===== config.mk =====
export PLATFORM = sky130hd
export DESIGN_NAME = clkc_top
export DESIGN_NICKNAME = d
export VERILOG_FILES = /design/src/clkc_pkg.sv /design/src/clkc_top.sv /design/src/clkc_settle_counter.sv
export VERILOG_INCLUDE_DIRS = /design/src
export SDC_FILE = /design/constraint.sdc
export NUM_CORES = 1
export LEC_CHECK = 0
export BUFFER_PORTS_ARGS = -buffer_cell sky130_fd_sc_hd__buf_2
export CORE_ASPECT_RATIO = 0.8
export CORE_MARGIN = 2
export CORE_UTILIZATION = 54
export DETAILED_ROUTE_END_ITERATION = 10
export GPL_TIMING_DRIVEN = 0
export PLACE_DENSITY_LB_ADDON = 0.3
export SYNTH_ARGS = -nofsm -noshare
export SYNTH_HDL_FRONTEND = slang
export SYNTH_SLANG_ARGS = --single-unit

===== constraint.sdc =====
create_clock -name ref_clk -period 6.69 [get_ports ref_clk]
set_clock_uncertainty 0.15 [all_clocks]
set_input_delay 1.6725 -clock ref_clk [delete_from_list [all_inputs] [get_ports ref_clk]]
set_output_delay 1.6725 -clock ref_clk [all_outputs]
set_load 0.01 [all_outputs]

===== src/clkc_params.svh =====
// What this block does
// - Writing one to an interrupt clear bit clears that pending status bit.
// - Fast RC lock-dropped flag sets on lock loss, else reads zero.
// - Fast RC locked means tuning done and count within tuning window.
// - Synth lock-dropped sets on lock loss, by disable, fault or sleep exit.
// - Synth locked reads one only when the output is accurate.
// - FLL reference-stopped flag mirrors the loop's stopped-reference condition.
// - FLL sync-ready reads one only while loop register access is valid.
// - FLL fine-locked flag reads one once fine lock is reached.
// - FLL coarse-locked flag reads one once coarse lock is reached.
// - Crystal ready reads one only when enabled and start-up has elapsed.
// - Release register holds key in top byte, ten-bit offset below.
// - Crystal enable bit starts the oscillator at one, stops it at zero.
// - Start-up field sets ready delay; gain field sets drive gain.
// - Mode zero: external clock, output pin free; one: crystal on both.
// - After synth write or sleep exit, count slow RC cycles before lock.
// - Ratio is (mul+1)/div, or 2*(mul+1) over 1 when divider is zero, the numerator wrapping to 0 when mul is 15.
// - Pending bits set on their event and hold until cleared.
// - Writes to synth control are discarded while the synth is on, except a clear of the enable bit.
`ifndef CLKC_PARAMS_SVH
`define CLKC_PARAMS_SVH
`define CLKC_OFF_PENDING 10'h00C
`define CLKC_OFF_CLEAR 10'h010
`define CLKC_OFF_STATUS 10'h014
`define CLKC_OFF_RELEASE 10'h018
`define CLKC_OFF_OSC 10'h01C
`define CLKC_OFF_SYNTH 10'h020
`define CLKC_RESET_VALUE 32'h0000_0000
`define CLKC_IRQ_DEFINED 32'h8000_60DF
`define CLKC_BIT_ACCESS_ERR 31
`define CLKC_BIT_FRC_DROP 14
`define CLKC_BIT_FRC_LOCK 13
`define CLKC_BIT_SYN_DROP 7
`define CLKC_BIT_SYN_LOCK 6
`define CLKC_BIT_FLL_RCS 4
`define CLKC_BIT_FLL_RDY 3
`define CLKC_BIT_FLL_FINE 2
`define CLKC_BIT_FLL_COARSE 1
`define CLKC_BIT_XOSC_RDY 0
`define CLKC_KEY_VALUE 8'hAA
`define CLKC_KEY_MSB 31
`define CLKC_KEY_LSB 24
`define CLKC_RADDR_MSB 9
`define CLKC_OSC_ON_BIT 16
`define CLKC_OSC_START_MSB 11
`define CLKC_OSC_START_LSB 8
`define CLKC_OSC_AGC_BIT 3
`define CLKC_OSC_GAIN_MSB 2
`define CLKC_OSC_GAIN_LSB 1
`define CLKC_OSC_MODE_BIT 0
`define CLKC_SYN_CNT_MSB 29
`define CLKC_SYN_CNT_LSB 24
`define CLKC_SYN_MUL_MSB 19
`define CLKC_SYN_MUL_LSB 16
`define CLKC_SYN_DIV_MSB 11
`define CLKC_SYN_DIV_LSB 8
`define CLKC_SYN_OPT_MSB 5
`define CLKC_SYN_OPT_LSB 3
`define CLKC_SYN_REF_MSB 2
`define CLKC_SYN_REF_LSB 1
`define CLKC_SYN_ON_BIT 0
`endif


===== src/clkc_pkg.sv =====
package clkc_pkg;
  typedef logic [31:0] clkc_word_type;
  typedef enum logic [1:0] {
    CLKC_REL_IDLE = 2'b01,
    CLKC_REL_ARMED = 2'b10
  } clkc_release_type;
endpackage


===== src/clkc_top.sv =====
`timescale 1ns/10ps
`include "clkc_params.svh"
module clkc_top #(
  parameter int CNT_WIDTH = 16
) (
  // Clock and reset
  input wire logic ref_clk,
  input wire logic reset,
  // Peripheral bus
  input wire logic psel,
  input wire logic penable,
  input wire logic pwrite,
  input wire logic [9:0] paddr,
  input wire logic [31:0] pwdata,
  output logic [31:0] prdata,
  output logic pready,
  output logic pslverr,
  // Slow system RC clock level
  input wire logic slow_system_rc,
  // Fast RC oscillator
  input wire logic fast_rc_on,
  input wire logic fast_rc_tune_done,
  input wire logic [15:0] fast_rc_count,
  input wire logic [15:0] fast_rc_target,
  input wire logic [15:0] tuning_window,
  // Synth and sleep
  input wire logic synth_fault,
  input wire logic sleep_exit,
  // Frequency-locked loop
  input wire logic fll_ref_stopped_in,
  input wire logic fll_sync_ready_in,
  input wire logic fll_fine_locked_in,
  input wire logic fll_coarse_locked_in,
  // Crystal oscillator control
  output logic crystal_osc_on,
  output logic [3:0] crystal_startup,
  output logic [1:0] crystal_gain,
  output logic auto_gain_test,
  output logic crystal_mode,
  output logic osc_output_pin_free,
  // Synth control
  output logic synth_on,
  output logic [5:0] synth_settle_cycles,
  output logic [3:0] synth_multiplier,
  output logic [3:0] synth_divider,
  output logic [2:0] synth_options,
  output logic [1:0] synth_ref_select,
  output logic [4:0] synth_ratio_num,
  output logic [3:0] synth_ratio_den,
  // Pending interrupt bits
  output logic [31:0] irq_pending_reg
);
  clkc_pkg::clkc_word_type osc_q;
  clkc_pkg::clkc_word_type synth_q;
  clkc_pkg::clkc_word_type pending_q;
  clkc_pkg::clkc_word_type status;
  clkc_pkg::clkc_word_type status_prev_q;
  clkc_pkg::clkc_word_type events;
  clkc_pkg::clkc_word_type clear_mask;
  clkc_pkg::clkc_word_type rdata_q;
  clkc_pkg::clkc_release_type rel_q;
  logic [9:0] rel_addr_q;
  logic access;
  logic wr;
  logic mapped;
  logic protected_hit;
  logic released;
  logic osc_write;
  logic synth_write;
  logic synth_fields_write;
  logic violation;
  logic slow_q;
  logic slow_tick;
  logic [15:0] diff;
  logic frc_lock;
  logic frc_lock_q;
  logic frc_on_q;
  logic frc_drop_q;
  logic syn_restart;
  logic syn_done;
  logic syn_lock;
  logic syn_lock_q;
  logic syn_drop_q;
  logic xosc_done;
  logic xosc_rdy;
  logic [CNT_WIDTH-1:0] xosc_target;
  logic [CNT_WIDTH-1:0] syn_target;
  logic [4:0] mul_plus;

  // Bus decode
  assign access = psel && penable;
  assign wr = access && pwrite;
  assign pready = 1'b1;
  always_comb begin
    case (paddr)
      `CLKC_OFF_PENDING,
      `CLKC_OFF_CLEAR,
      `CLKC_OFF_STATUS,
      `CLKC_OFF_RELEASE,
      `CLKC_OFF_OSC,
      `CLKC_OFF_SYNTH: mapped = 1'b1;
      default: mapped = 1'b0;
    endcase
  end
  assign pslverr = access && !mapped;

  // Release sequence
  assign protected_hit = (paddr == `CLKC_OFF_OSC) || (paddr == `CLKC_OFF_SYNTH);
  assign released = (rel_q == clkc_pkg::CLKC_REL_ARMED) && (rel_addr_q == paddr);
  assign osc_write = wr && (paddr == `CLKC_OFF_OSC) && released;
  assign synth_write = wr && (paddr == `CLKC_OFF_SYNTH) && released;
  assign violation = wr && protected_hit && !released;

  always_ff @(posedge ref_clk) begin
    if (reset) begin
      rel_q <= clkc_pkg::CLKC_REL_IDLE;
      rel_addr_q <= 10'h000;
    end else if (access) begin
      // Any access other than a valid key write spends an armed release
      if (pwrite && paddr == `CLKC_OFF_RELEASE &&
          pwdata[`CLKC_KEY_MSB:`CLKC_KEY_LSB] == `CLKC_KEY_VALUE) begin
        rel_q <= clkc_pkg::CLKC_REL_ARMED;
        rel_addr_q <= pwdata[`CLKC_RADDR_MSB:0];
      end else begin
        case (rel_q)
          clkc_pkg::CLKC_REL_ARMED: rel_q <= clkc_pkg::CLKC_REL_IDLE;
          clkc_pkg::CLKC_REL_IDLE: rel_q <= clkc_pkg::CLKC_REL_IDLE;
          default: rel_q <= clkc_pkg::CLKC_REL_IDLE;
        endcase
      end
    end
  end

  // Crystal oscillator control
  always_ff @(posedge ref_clk) begin
    if (reset) begin
      osc_q <= `CLKC_RESET_VALUE;
    end else if (osc_write) begin
      osc_q <= pwdata & 32'h0001_0F0F;
    end
  end

  assign crystal_osc_on = osc_q[`CLKC_OSC_ON_BIT];
  assign crystal_startup = osc_q[`CLKC_OSC_START_MSB:`CLKC_OSC_START_LSB];
  assign crystal_gain = osc_q[`CLKC_OSC_GAIN_MSB:`CLKC_OSC_GAIN_LSB];
  assign auto_gain_test = osc_q[`CLKC_OSC_AGC_BIT];
  assign crystal_mode = osc_q[`CLKC_OSC_MODE_BIT];
  assign osc_output_pin_free = !osc_q[`CLKC_OSC_MODE_BIT];

  // Slow RC edge, the time base of all settle counts
  always_ff @(posedge ref_clk) begin
    if (reset) begin
      slow_q <= 1'b0;
    end else begin
      slow_q <= slow_system_rc;
    end
  end
  assign slow_tick = slow_system_rc && !slow_q;

  // Start-up delay of 2^field slow RC cycles
  assign xosc_target = CNT_WIDTH'(1) << crystal_startup;
  clkc_settle_counter #(
    .WIDTH(CNT_WIDTH)
  ) u_xosc_settle (
    .ref_clk(ref_clk),
    .reset(reset),
    .restart(!crystal_osc_on || osc_write),
    .tick(slow_tick),
    .target(xosc_target),
    .done(xosc_done)
  );
  assign xosc_rdy = crystal_osc_on && xosc_done;

  // Synth control; only a clear of the enable passes while it is on
  assign synth_fields_write = synth_write && !synth_q[`CLKC_SYN_ON_BIT];
  always_ff @(posedge ref_clk) begin
    if (reset) begin
      synth_q <= `CLKC_RESET_VALUE;
    end else if (synth_fields_write) begin
      synth_q <= pwdata & 32'h3F0F_0F3F;
    end else if (synth_write && !pwdata[`CLKC_SYN_ON_BIT]) begin
      synth_q[`CLKC_SYN_ON_BIT] <= 1'b0;
    end
  end

  assign synth_on = synth_q[`CLKC_SYN_ON_BIT];
  assign synth_settle_cycles = synth_q[`CLKC_SYN_CNT_MSB:`CLKC_SYN_CNT_LSB];
  assign synth_multiplier = synth_q[`CLKC_SYN_MUL_MSB:`CLKC_SYN_MUL_LSB];
  assign synth_divider = synth_q[`CLKC_SYN_DIV_MSB:`CLKC_SYN_DIV_LSB];
  assign synth_options = synth_q[`CLKC_SYN_OPT_MSB:`CLKC_SYN_OPT_LSB];
  assign synth_ref_select = synth_q[`CLKC_SYN_REF_MSB:`CLKC_SYN_REF_LSB];

  // Frequency ratio as numerator over denominator
  assign mul_plus = {1'b0, synth_multiplier} + 5'h01;
  always_comb begin
    if (synth_divider == 4'h0) begin
      synth_ratio_num = {mul_plus[3:0], 1'b0};
      synth_ratio_den = 4'h1;
    end else begin
      synth_ratio_num = mul_plus;
      synth_ratio_den = synth_divider;
    end
  end

  // Settle count after a write or a wake from sleep
  assign syn_restart = synth_fields_write || sleep_exit || !synth_on;
  assign syn_target = CNT_WIDTH'(synth_settle_cycles);
  clkc_settle_counter #(
    .WIDTH(CNT_WIDTH)
  ) u_synth_settle (
    .ref_clk(ref_clk),
    .reset(reset),
    .restart(syn_restart),
    .tick(slow_tick),
    .target(syn_target),
    .done(syn_done)
  );
  // Fault only masks lock; lock returns once the fault clears
  assign syn_lock = synth_on && syn_done && !synth_fault;

  always_ff @(posedge ref_clk) begin
    if (reset) begin
      syn_lock_q <= 1'b0;
      syn_drop_q <= 1'b0;
    end else begin
      syn_lock_q <= syn_lock;
      if (syn_lock_q && !syn_lock) begin
        syn_drop_q <= 1'b1;
      end else if (synth_fields_write && pwdata[`CLKC_SYN_ON_BIT]) begin
        syn_drop_q <= 1'b0;
      end
    end
  end

  // Fast RC lock within the tuning window
  assign diff = (fast_rc_count >= fast_rc_target) ? (fast_rc_count - fast_rc_target)
                                                  : (fast_rc_target - fast_rc_count);
  assign frc_lock = fast_rc_on && fast_rc_tune_done && (diff <= tuning_window);

  always_ff @(posedge ref_clk) begin
    if (reset) begin
      frc_lock_q <= 1'b0;
      frc_on_q <= 1'b0;
      frc_drop_q <= 1'b0;
    end else begin
      frc_lock_q <= frc_lock;
      frc_on_q <= fast_rc_on;
      if (frc_lock_q && !frc_lock) begin
        frc_drop_q <= 1'b1;
      end else if (fast_rc_on && !frc_on_q) begin
        frc_drop_q <= 1'b0;
      end
    end
  end

  // Status word
  always_comb begin
    status = '0;
    status[`CLKC_BIT_FRC_DROP] = frc_drop_q;
    status[`CLKC_BIT_FRC_LOCK] = frc_lock;
    status[`CLKC_BIT_SYN_DROP] = syn_drop_q;
    status[`CLKC_BIT_SYN_LOCK] = syn_lock;
    status[`CLKC_BIT_FLL_RCS] = fll_ref_stopped_in;
    status[`CLKC_BIT_FLL_RDY] = fll_sync_ready_in;
    status[`CLKC_BIT_FLL_FINE] = fll_fine_locked_in;
    status[`CLKC_BIT_FLL_COARSE] = fll_coarse_locked_in;
    status[`CLKC_BIT_XOSC_RDY] = xosc_rdy;
  end

  // Pending bits: rising status edges and release violations
  always_ff @(posedge ref_clk) begin
    if (reset) begin
      status_prev_q <= `CLKC_RESET_VALUE;
    end else begin
      status_prev_q <= status;
    end
  end

  always_comb begin
    events = status & ~status_prev_q;
    events[`CLKC_BIT_ACCESS_ERR] = violation;
  end

  assign clear_mask = (wr && paddr == `CLKC_OFF_CLEAR) ? (pwdata & `CLKC_IRQ_DEFINED) : '0;

  // Set beats clear in the same cycle
  always_ff @(posedge ref_clk) begin
    if (reset) begin
      pending_q <= `CLKC_RESET_VALUE;
    end else begin
      pending_q <= (pending_q & ~clear_mask) | events;
    end
  end
  assign irq_pending_reg = pending_q;

  // Read data registered in the setup phase
  always_ff @(posedge ref_clk) begin
    if (reset) begin
      rdata_q <= `CLKC_RESET_VALUE;
    end else if (psel && !penable && !pwrite) begin
      case (paddr)
        `CLKC_OFF_PENDING: rdata_q <= pending_q;
        `CLKC_OFF_STATUS: rdata_q <= status;
        `CLKC_OFF_OSC: rdata_q <= osc_q;
        `CLKC_OFF_SYNTH: rdata_q <= synth_q;
        default: rdata_q <= '0;
      endcase
    end
  end
  assign prdata = rdata_q;
endmodule


===== src/clkc_settle_counter.sv =====
`timescale 1ns/10ps
module clkc_settle_counter #(
  parameter int WIDTH = 16
) (
  // Clock and reset
  input wire logic ref_clk,
  input wire logic reset,
  // Control
  input wire logic restart,
  input wire logic tick,
  input wire logic [WIDTH-1:0] target,
  // Result
  output logic done
);
  logic [WIDTH-1:0] count_q;
  logic done_q;

  always_ff @(posedge ref_clk) begin
    if (reset || restart) begin
      count_q <= '0;
      done_q <= 1'b0;
    end else if (count_q >= target) begin
      done_q <= 1'b1;
    end else if (tick) begin
      count_q <= count_q + {{(WIDTH-1){1'b0}}, 1'b1};
    end
  end

  assign done = done_q;
endmodule


==> flow_summary.toml, run 1 <==
[outcome]
outcome = "finished, final reports clean"

[floorplanning]
die_h_um = 113
start_util_pct = 55.4
die_w_um = 140
die_area_mm2 = 0.0157
ioPinCount = 209
std_cell_rows = 39
design.core.area_mm2 = 0.0143

[worst_setup_path]
rr_endpoint = "u_xosc_settle.count_q[13]"
cp_num_cells = 19
critPathMaxStageDelay_ns = 0.53
cpMaxStageDelayCell = "a2111oi_2"
cp-start-kind = "input pin"
cp_max_fo = 10
path_delay_family = "compound AO/OA/AOI/OAI gates"
crit_path_end = "irq_pending_reg[13]"
r2r_cells = 11
cp_data_required_time_ns = 6.87
path_cells = "buf_2, inv_1, ha_1, inv_1, fa_1, a211oi_1, o211ai_1, a2111oi_2, nor3_2, buf_4, mux2i_1, xnor2_1, ha_1, a21oi_1, o21ai_0, a221oi_1, or3b_2, a21oi_1, o2bb2ai_1"
timing.rr.start = "osc_q[8]"
end_kind = "flop"
worst_ep_arrival_time_ns = 6.24
worstSetupPathType = "in -> reg"
crit_buf_inv = 4
worst-r2r-setup-slack_ns = 2.96
startpoint = "fast_rc_count[0]"

[yosys]
synthAdderAreaFrac_pct = 11.8
syn-cell-area_mm2 = 0.00795
yosys_register_bits = 123
synthFlopType = "dfxtp_1"
synth_top_family_by_area = "simple AND/OR/NAND/NOR gates"
synth_cells = 999
yosys.area_share.simple_pct = 21.8
yosys.cell_types.count = 70
synth_xor_area_share_pct = 3.08
postSynthAreaPerCell_um2 = 7.96
async_reset_ff_share_pct = 0
ys_seq_area_share_pct = 31.0
synth_compound_area_share_pct = 18.3
ys_warn_count = 0
synthMuxAreaShare_pct = 4.94
synth-edff-count = 0

[clock_tree]
cts_tree = "yes"
post_cts_resize_count = 0
postCtsSetupBuffers = 0
cts_buffer_depth = 2
cts_num_sinks = 123
h-tree-depth = 4
postCtsHoldBufs = 0
cts_inserted_buffers = 17
path_clk_slew_ns = 0.06
insertion_delay_ns = 0.41
cts-root-buf = "clkbuf_16"

[drt]
first_pass_iters = 5
wl_per_cell_um = 16.1
drtAntennaViolNets = 0
via_per_inst = 5.65
drc_errors = 0
drt_iter0_markers = 666
routed-via-count = 7985
drt-total-wl_um = 22700

[timing]
fmax_ghz = 0.165
worst-slew-pin-transition_ns = 1.19
relSlewSlack_pct = 20.8
drv_slew = 0
tns_ns = 0
fin_crit_ns = 6.06
hold_viol = 0
rsz0062_at_grt = "no"
holdWs_ns = 0.267
setup_violations = 0
finalCritPeriodShare_pct = 90.6

[placed_design]
placed_cell_area_mm2 = 0.00913
place.gp.congestion = 0.987
dp_hpwl_um = 17200
port_buffers = 169

[layout]
area_growth_pct = 22.9
nets = 1393
final_cell_mix = "177 x buf_2, 123 x dfxtp_1, 111 x nand2_1, 98 x a21oi_1, 74 x inv_1"
final_common_cell = "buf_2"
drive_above_1_share_pct = 20.7
final_util_pct = 68.1
multi_input_comb_area_mm2 = 0.00488
seq_area_mm2 = 0.00246
nFillCells = 1199
largest_reg_flops = 25
design_area_mm2 = 0.00977

[global_routing]
grt_max_degree = 17
grt.total_usage_pct = 28.7
grt_pass1_vias = 7330
antenna_found_initial = 0
overflow = 0
grt_pass1_wl_um = 36700

[run]
cap_viol_max_count = 0

[power_and_ir_drop]
ir_drop_mv = 0.195
leakagePower_nw = 4.46
powerDensity_mw_per_mm2 = 212

[min_path]
min_path_type = "reg -> reg"
## worst min-delay path by stage
stage / start / cells after the start / to
after floorplan: status_prev_q[0] / 1 / irq_pending_reg[0]
after global placement: status_prev_q[0] / 1 / irq_pending_reg[0]
after detailed placement: status_prev_q[0] / 1 / irq_pending_reg[0]
after CTS: status_prev_q[0] / 1 / irq_pending_reg[0]
after global routing: status_prev_q[0] / 1 / irq_pending_reg[0]
final: status_prev_q[0] / 1 / irq_pending_reg[0]
## per-layer routing
| layer | part of all wire (%) | vias up | GRT usage (%) |
|---|---|---|---|
| met5 | 0 | - | 0 |
| met3 | 9.6 | 48 | 6.66 |
| met1 | 44 | 3670 | 40.0 |
| met4 | 2.3 | 0 | 8.93 |
| li1 | - | 3885 | - |
| met2 | 44 | 382 | 44.4 |
## cell type report
type	instances	area share, %
Timing Repair Buffer	169	8.66
Antenna cell	1	0.0256
Tap cell	184	2.36
Buffer	80	4.44
Sequential cell	123	25.2
Clock buffer	19	4.53
Inverter	74	2.84
Multi-Input combinational cell	750	50.0
Clock inverter	13	1.97
## where the power goes
part / internal [mW] / switching, mW / total (mW)
Combinational: 0.144 / 0.195 / 0.339
Sequential: 0.740 / 0.00494 / 0.745
Clock: 0.636 / 0.353 / 0.989
Total: 1.52 / 0.553 / 2.07
## synthesized netlist by cell type, drive strengths merged, types with 4 or more instances
master	count	share of area, %
dfxtp	123	31
nand2	111	5.2
a21oi	98	6.2
inv	74	3.5
ha	72	11
nor2	65	3.1
o21ai	48	3.0
buf	42	3.7
clkbuf	38	1.8
mux2i	37	4.7
nand3	37	2.3
xnor2	23	2.5
nand2b	21	1.7
nand4	18	1.4
nor2b	16	1.3
and2	13	1.0
nor3	11	0.76
o211ai	10	0.94
or3	10	0.79
a211oi	8	0.76
a21o	8	0.76
nor4	8	0.71
o31ai	8	0.82
a221oi	7	0.85
nand4b	7	0.77
a22o	6	0.66
a22oi	6	0.57
and3	6	0.47
or4	6	0.57
nor3b	5	0.53
xor2	5	0.55
o21a	4	0.38
## cells by family (layout without fill, tap and decap cells)
kind of cell / count (synthesis) / in the layout
fa+ha+maj: 74 / 74
flops: 123 / 123
other cells: 2 / 31
xor+xnor: 28 / 28
buf+inv: 154 / 355
simple gates: 346 / 346
mux: 39 / 39
compound gates: 233 / 233
## per-stage QoR
step                      setup slack (ns)  cells  power (mW)
after floorplan                       1.17   1027       0.992
after global placement               0.407   1380        1.09
after detailed placement             0.301   1380        1.09
after CTS                            0.713   1412        2.07
after global routing                 0.407   1412        2.15
final                                0.631   1413        2.07
No activity file was read; power rests on OpenSTA's default activity.
==> run 2, diff against run 1 <==
- GPL_TIMING_DRIVEN: 0 -> not set
==> flow_summary.toml, run 2 (synthesis results as in run 1) <==
[worst_setup_path]
cp_max_fo = 11
timing.rr.start = "osc_q[11]"
end_kind = "flop"
cp_data_required_time_ns = 6.82
startpoint = "fast_rc_count[0]"
cp-start-kind = "input pin"
rr_endpoint = "u_xosc_settle.count_q[15]"
worst-r2r-setup-slack_ns = 3.12
crit_path_end = "frc_drop_q"
worst_ep_arrival_time_ns = 5.94
r2r_cells = 9
worstSetupPathType = "in -> reg"

[layout]
largest_reg_flops = 25
design_area_mm2 = 0.00944
drive_above_1_share_pct = 19.6
nFillCells = 1251
final_common_cell = "buf_2"
nets = 1322
instances_no_fill = 1344
final_cell_mix = "172 x buf_2, 123 x dfxtp_1, 111 x nand2_1, 98 x a21oi_1, 74 x inv_1"
area_growth_pct = 18.7

[timing]
drv_slew = 0
relSlewSlack_pct = 32.8
worst-slew-pin-transition_ns = 1.00
fin_ws_ns = 0.884
setup_violations = 0
finalCritPeriodShare_pct = 86.8
fin_crit_ns = 5.81
tns_ns = 0
fmax_ghz = 0.172
hold_viol = 0
rsz0062_at_grt = "no"

[clock_tree]
path_clk_slew_ns = 0.05
insertion_delay_ns = 0.42
cts_buffer_depth = 2
cts_inserted_buffers = 17
h-tree-depth = 4
cts_num_sinks = 123
post_cts_resize_count = 0
cts-root-buf = "clkbuf_16"
postCtsSetupBuffers = 0
cts_tree = "yes"
postCtsHoldBufs = 0

[power_and_ir_drop]
power.total_mw = 2.07
switchingPower_mw = 0.534
p_int_mw = 1.54
powerDensity_mw_per_mm2 = 219
leakagePower_nw = 4.26
ir_drop_mv = 0.173
combPwrFrac_pct = 15.4
seq_power_share_pct = 36.0
clockPowerShare_pct = 48.6
p_sw_share_pct = 25.8

[global_routing]
overflow = 0
grt_max_degree = 46
grt.total_usage_pct = 26.2
grt_pass1_wl_um = 33600
grt_pass1_vias = 6806
antenna_found_initial = 1

[floorplanning]
design.core.area_mm2 = 0.0143
ioPinCount = 209
die_area_mm2 = 0.0157
start_util_pct = 55.4
die_w_um = 140
std_cell_rows = 39
die_h_um = 113

[placed_design]
placedCellCount = 1309
dp_slack_ns = 0.519
dp_hpwl_um = 15900
place.gp.congestion = 0.912
port_buffers = 172
placed_cell_area_mm2 = 0.00878

[drt]
via_per_inst = 5.65
drc_errors = 0
drtAntennaViolNets = 0
drt_iter0_markers = 567
first_pass_iters = 6
drt-total-wl_um = 21200
wl_per_cell_um = 15.8
routed-via-count = 7589

[min_path]
min_path_type = "reg -> reg"

[run]
cap_viol_max_count = 0

[outcome]
outcome = "finished, final reports clean"
==> run 2: cell count changes in the layout (fill, tap and decap cells not counted), sizes merged <==
cell    delta
buf       -33
bufinv     +1
clkbuf    -39
clkinv     -1
diode      +2
inv        +1
==> run 2: how the worst min path moves through the flow <==
| stage | start | to | slack (ns) | cells past startpoint |
|---|---|---|---|---|
| after floorplan | status_prev_q[0] | irq_pending_reg[0] | 0.24 | 1 |
| after global placement | status_prev_q[0] | irq_pending_reg[0] | 0.25 | 1 |
| after detailed placement | status_prev_q[0] | irq_pending_reg[0] | 0.26 | 1 |
| after CTS | status_prev_q[0] | irq_pending_reg[0] | 0.26 | 1 |
| after global routing | status_prev_q[0] | irq_pending_reg[0] | 0.28 | 1 |
| final | status_prev_q[0] | irq_pending_reg[0] | 0.26 | 1 |
==> run 2: stage by stage <==
step	hold WS [ns]	util, %
2_1_floorplan	0.239	-
3_3_place_gp	0.247	61.2
3_5_place_dp	0.256	61.2
4_1_cts	0.262	65.7
5_1_grt	0.278	65.7
6_report	0.262	65.8
==> run 2: critical path: stages <==
cell       delay, ns
buf_2           0.11
inv_1           0.05
ha_1            0.15
inv_1           0.05
fa_1            0.43
a211oi_1        0.40
o211ai_1        0.20
a2111oi_2       0.48
nor3_2          0.16
buf_4           0.24
mux2i_1         0.20
xor2_1          0.20
ha_1            0.28
a21oi_1         0.14
o21ai_0         0.10
a221oi_1        0.26
or3b_2          0.51
a21oi_1         0.22
o22ai_1         0.09
==> run 2: power groups by stage <==
stage / clock network, mW / registers, mW / logic [mW]
3_5_place_dp: 0 / 0.761 / 0.314
6_report: 1.01 / 0.745 / 0.318
5_1_grt: 1.05 / 0.745 / 0.355
4_1_cts: 1.01 / 0.745 / 0.316
3_3_place_gp: 0 / 0.760 / 0.309
2_1_floorplan: 0 / 0.762 / 0.230
==> run 2: cell type report <==
| cell class | instances | area [µm²] | area share (%) |
|---|---|---|---|
| Multi-Input combinational cell | 750 | 4910 | 52.0 |
| Sequential cell | 123 | 2460 | 26.1 |
| Timing Repair Buffer | 178 | 906 | 9.60 |
| Clock buffer | 18 | 429 | 4.55 |
| Inverter | 74 | 278 | 2.94 |
| Tap cell | 184 | 230 | 2.44 |
| Clock inverter | 14 | 219 | 2.32 |
| Antenna cell | 3 | 7.51 | 0.0795 |
==> run 2: layer usage <==
layer	GRT usage [%]	up-vias	share of wire, %
li1	-	3741	-
met1	36.1	3501	46
met2	40.7	301	44
met3	5.25	46	7.9
met4	9.87	0	2.4
met5	0	-	0
==> run 3, diff against run 2 <==
- CORE_UTILIZATION: 54 -> 50
==> flow_summary.toml, run 3 (synthesis results as in run 1) <==
[worst_setup_path]
r2r_cells = 9
crit_path_end = "frc_drop_q"
cp_max_fo = 12
worst-r2r-setup-slack_ns = 3.06
critPathMaxStageDelay_ns = 0.50
worst_ep_arrival_time_ns = 5.89
cp_data_required_time_ns = 6.81
startpoint = "fast_rc_count[0]"
worstSetupPathType = "in -> reg"
path_cells = "buf_2, inv_1, ha_1, inv_1, fa_1, a211oi_1, o211ai_1, a2111oi_2, nor3_2, buf_4, mux2i_1, xor2_1, ha_1, a21oi_1, o21ai_0, a221oi_1, or3b_2, a21oi_1, o22ai_1"
end_kind = "flop"
cp-start-kind = "input pin"
timing.rr.start = "osc_q[11]"
rr_endpoint = "u_xosc_settle.count_q[13]"
cpMaxStageDelayCell = "or3b_2"

[placed_design]
dp_slack_ns = 0.530
place.gp.congestion = 0.905
port_buffers = 172
dp_hpwl_um = 16100
placed_cell_area_mm2 = 0.00882
placedCellCount = 1341

[global_routing]
grt_pass1_vias = 6703
antenna_found_initial = 3
grt_pass1_wl_um = 33600
overflow = 0
grt_max_degree = 55
grt.total_usage_pct = 24.5

[clock_tree]
cts_num_sinks = 123
insertion_delay_ns = 0.41
postCtsHoldBufs = 0
post_cts_resize_count = 0
path_clk_slew_ns = 0.05
postCtsSetupBuffers = 0
h-tree-depth = 4
cts_buffer_depth = 2
cts_inserted_buffers = 17
cts_tree = "yes"
cts-root-buf = "clkbuf_16"

[drt]
drt-total-wl_um = 21400
top_layer = "met5"
drtAntennaViolNets = 0
met2_length_um = 9690
first_pass_iters = 6
wl_per_cell_um = 15.6
drc_errors = 0
met1_length_um = 9820
routed-via-count = 7640
drt_iter0_markers = 480
via_per_inst = 5.56
wl_met3_um = 1530

[power_and_ir_drop]
leakagePower_nw = 4.25
powerDensity_mw_per_mm2 = 213
ir_drop_mv = 0.154
power.total_mw = 2.01

[layout]
area_growth_pct = 18.7
nets = 1323
final_common_cell = "buf_2"
drive_above_1_share_pct = 19.6
final_util_pct = 60.3
instances_no_fill = 1375
design_area_mm2 = 0.00944
nFillCells = 1413
largest_reg_flops = 25
final_cell_mix = "172 x buf_2, 123 x dfxtp_1, 111 x nand2_1, 98 x a21oi_1, 74 x inv_1"

[timing]
hold_viol = 0
fin_crit_ns = 5.77
fmax_ghz = 0.173
fin_ws_ns = 0.918
relSlewSlack_pct = 38.8
worst-slew-pin-transition_ns = 0.914
setup_violations = 0
drv_slew = 0
holdWs_ns = 0.264
finalCritPeriodShare_pct = 86.3
tns_ns = 0
rsz0062_at_grt = "no"

[floorplanning]
start_util_pct = 50.8
die_area_mm2 = 0.0169
die_w_um = 145
die_h_um = 117
ioPinCount = 209
std_cell_rows = 41
design.core.area_mm2 = 0.0156

[outcome]
outcome = "finished, final reports clean"

[run]
cap_viol_max_count = 0

[min_path]
min_path_type = "reg -> reg"
[run 3: final cells by class]
class	count	area (µm²)	share of cell area (%)
antenna	3	7.51	0.0795
clock buffer	18	439	4.65
sequential	123	2460	26.1
inverter	74	278	2.94
timing repair buffer	179	913	9.68
clock inverter	13	168	1.78
multi-input combinational	750	4900	51.9
tap	215	269	2.85
[run 3: worst min path at each step]
stage,from,end,slack (ns),depth (start not counted)
6_report,status_prev_q[0],irq_pending_reg[0],0.26,1
3_3_place_gp,status_prev_q[0],irq_pending_reg[0],0.24,1
5_1_grt,status_prev_q[0],irq_pending_reg[0],0.28,1
3_5_place_dp,status_prev_q[0],irq_pending_reg[0],0.26,1
4_1_cts,status_prev_q[0],irq_pending_reg[0],0.27,1
2_1_floorplan,status_prev_q[0],irq_pending_reg[0],0.24,1
[run 3: report_power, final]
group	switching [mW]	total, mW	internal (mW)	leakage [nW]
sequential	0.00431	0.745	0.740	0.994
clock	0.347	0.944	0.597	0.293
combinational	0.186	0.319	0.133	2.96
total	0.538	2.01	1.47	4.25
[run 3: routing by layer]
layer	track usage (%)	up-vias
li1	-	3739
met1	33.6	3578
met2	39.2	288
met3	5.58	33
met4	7.13	2
met5	0	-
[run 3: worst max-delay path: cells and delay by family]
family,cells,cell delay [ns]
and+or+nand+nor,2,0.65
adders and majority gates,3,0.91
buffers and inverters,4,0.45
xor gates and xnor gates,1,0.19
AOI/OAI and AO/OA,8,1.87
muxes,1,0.15
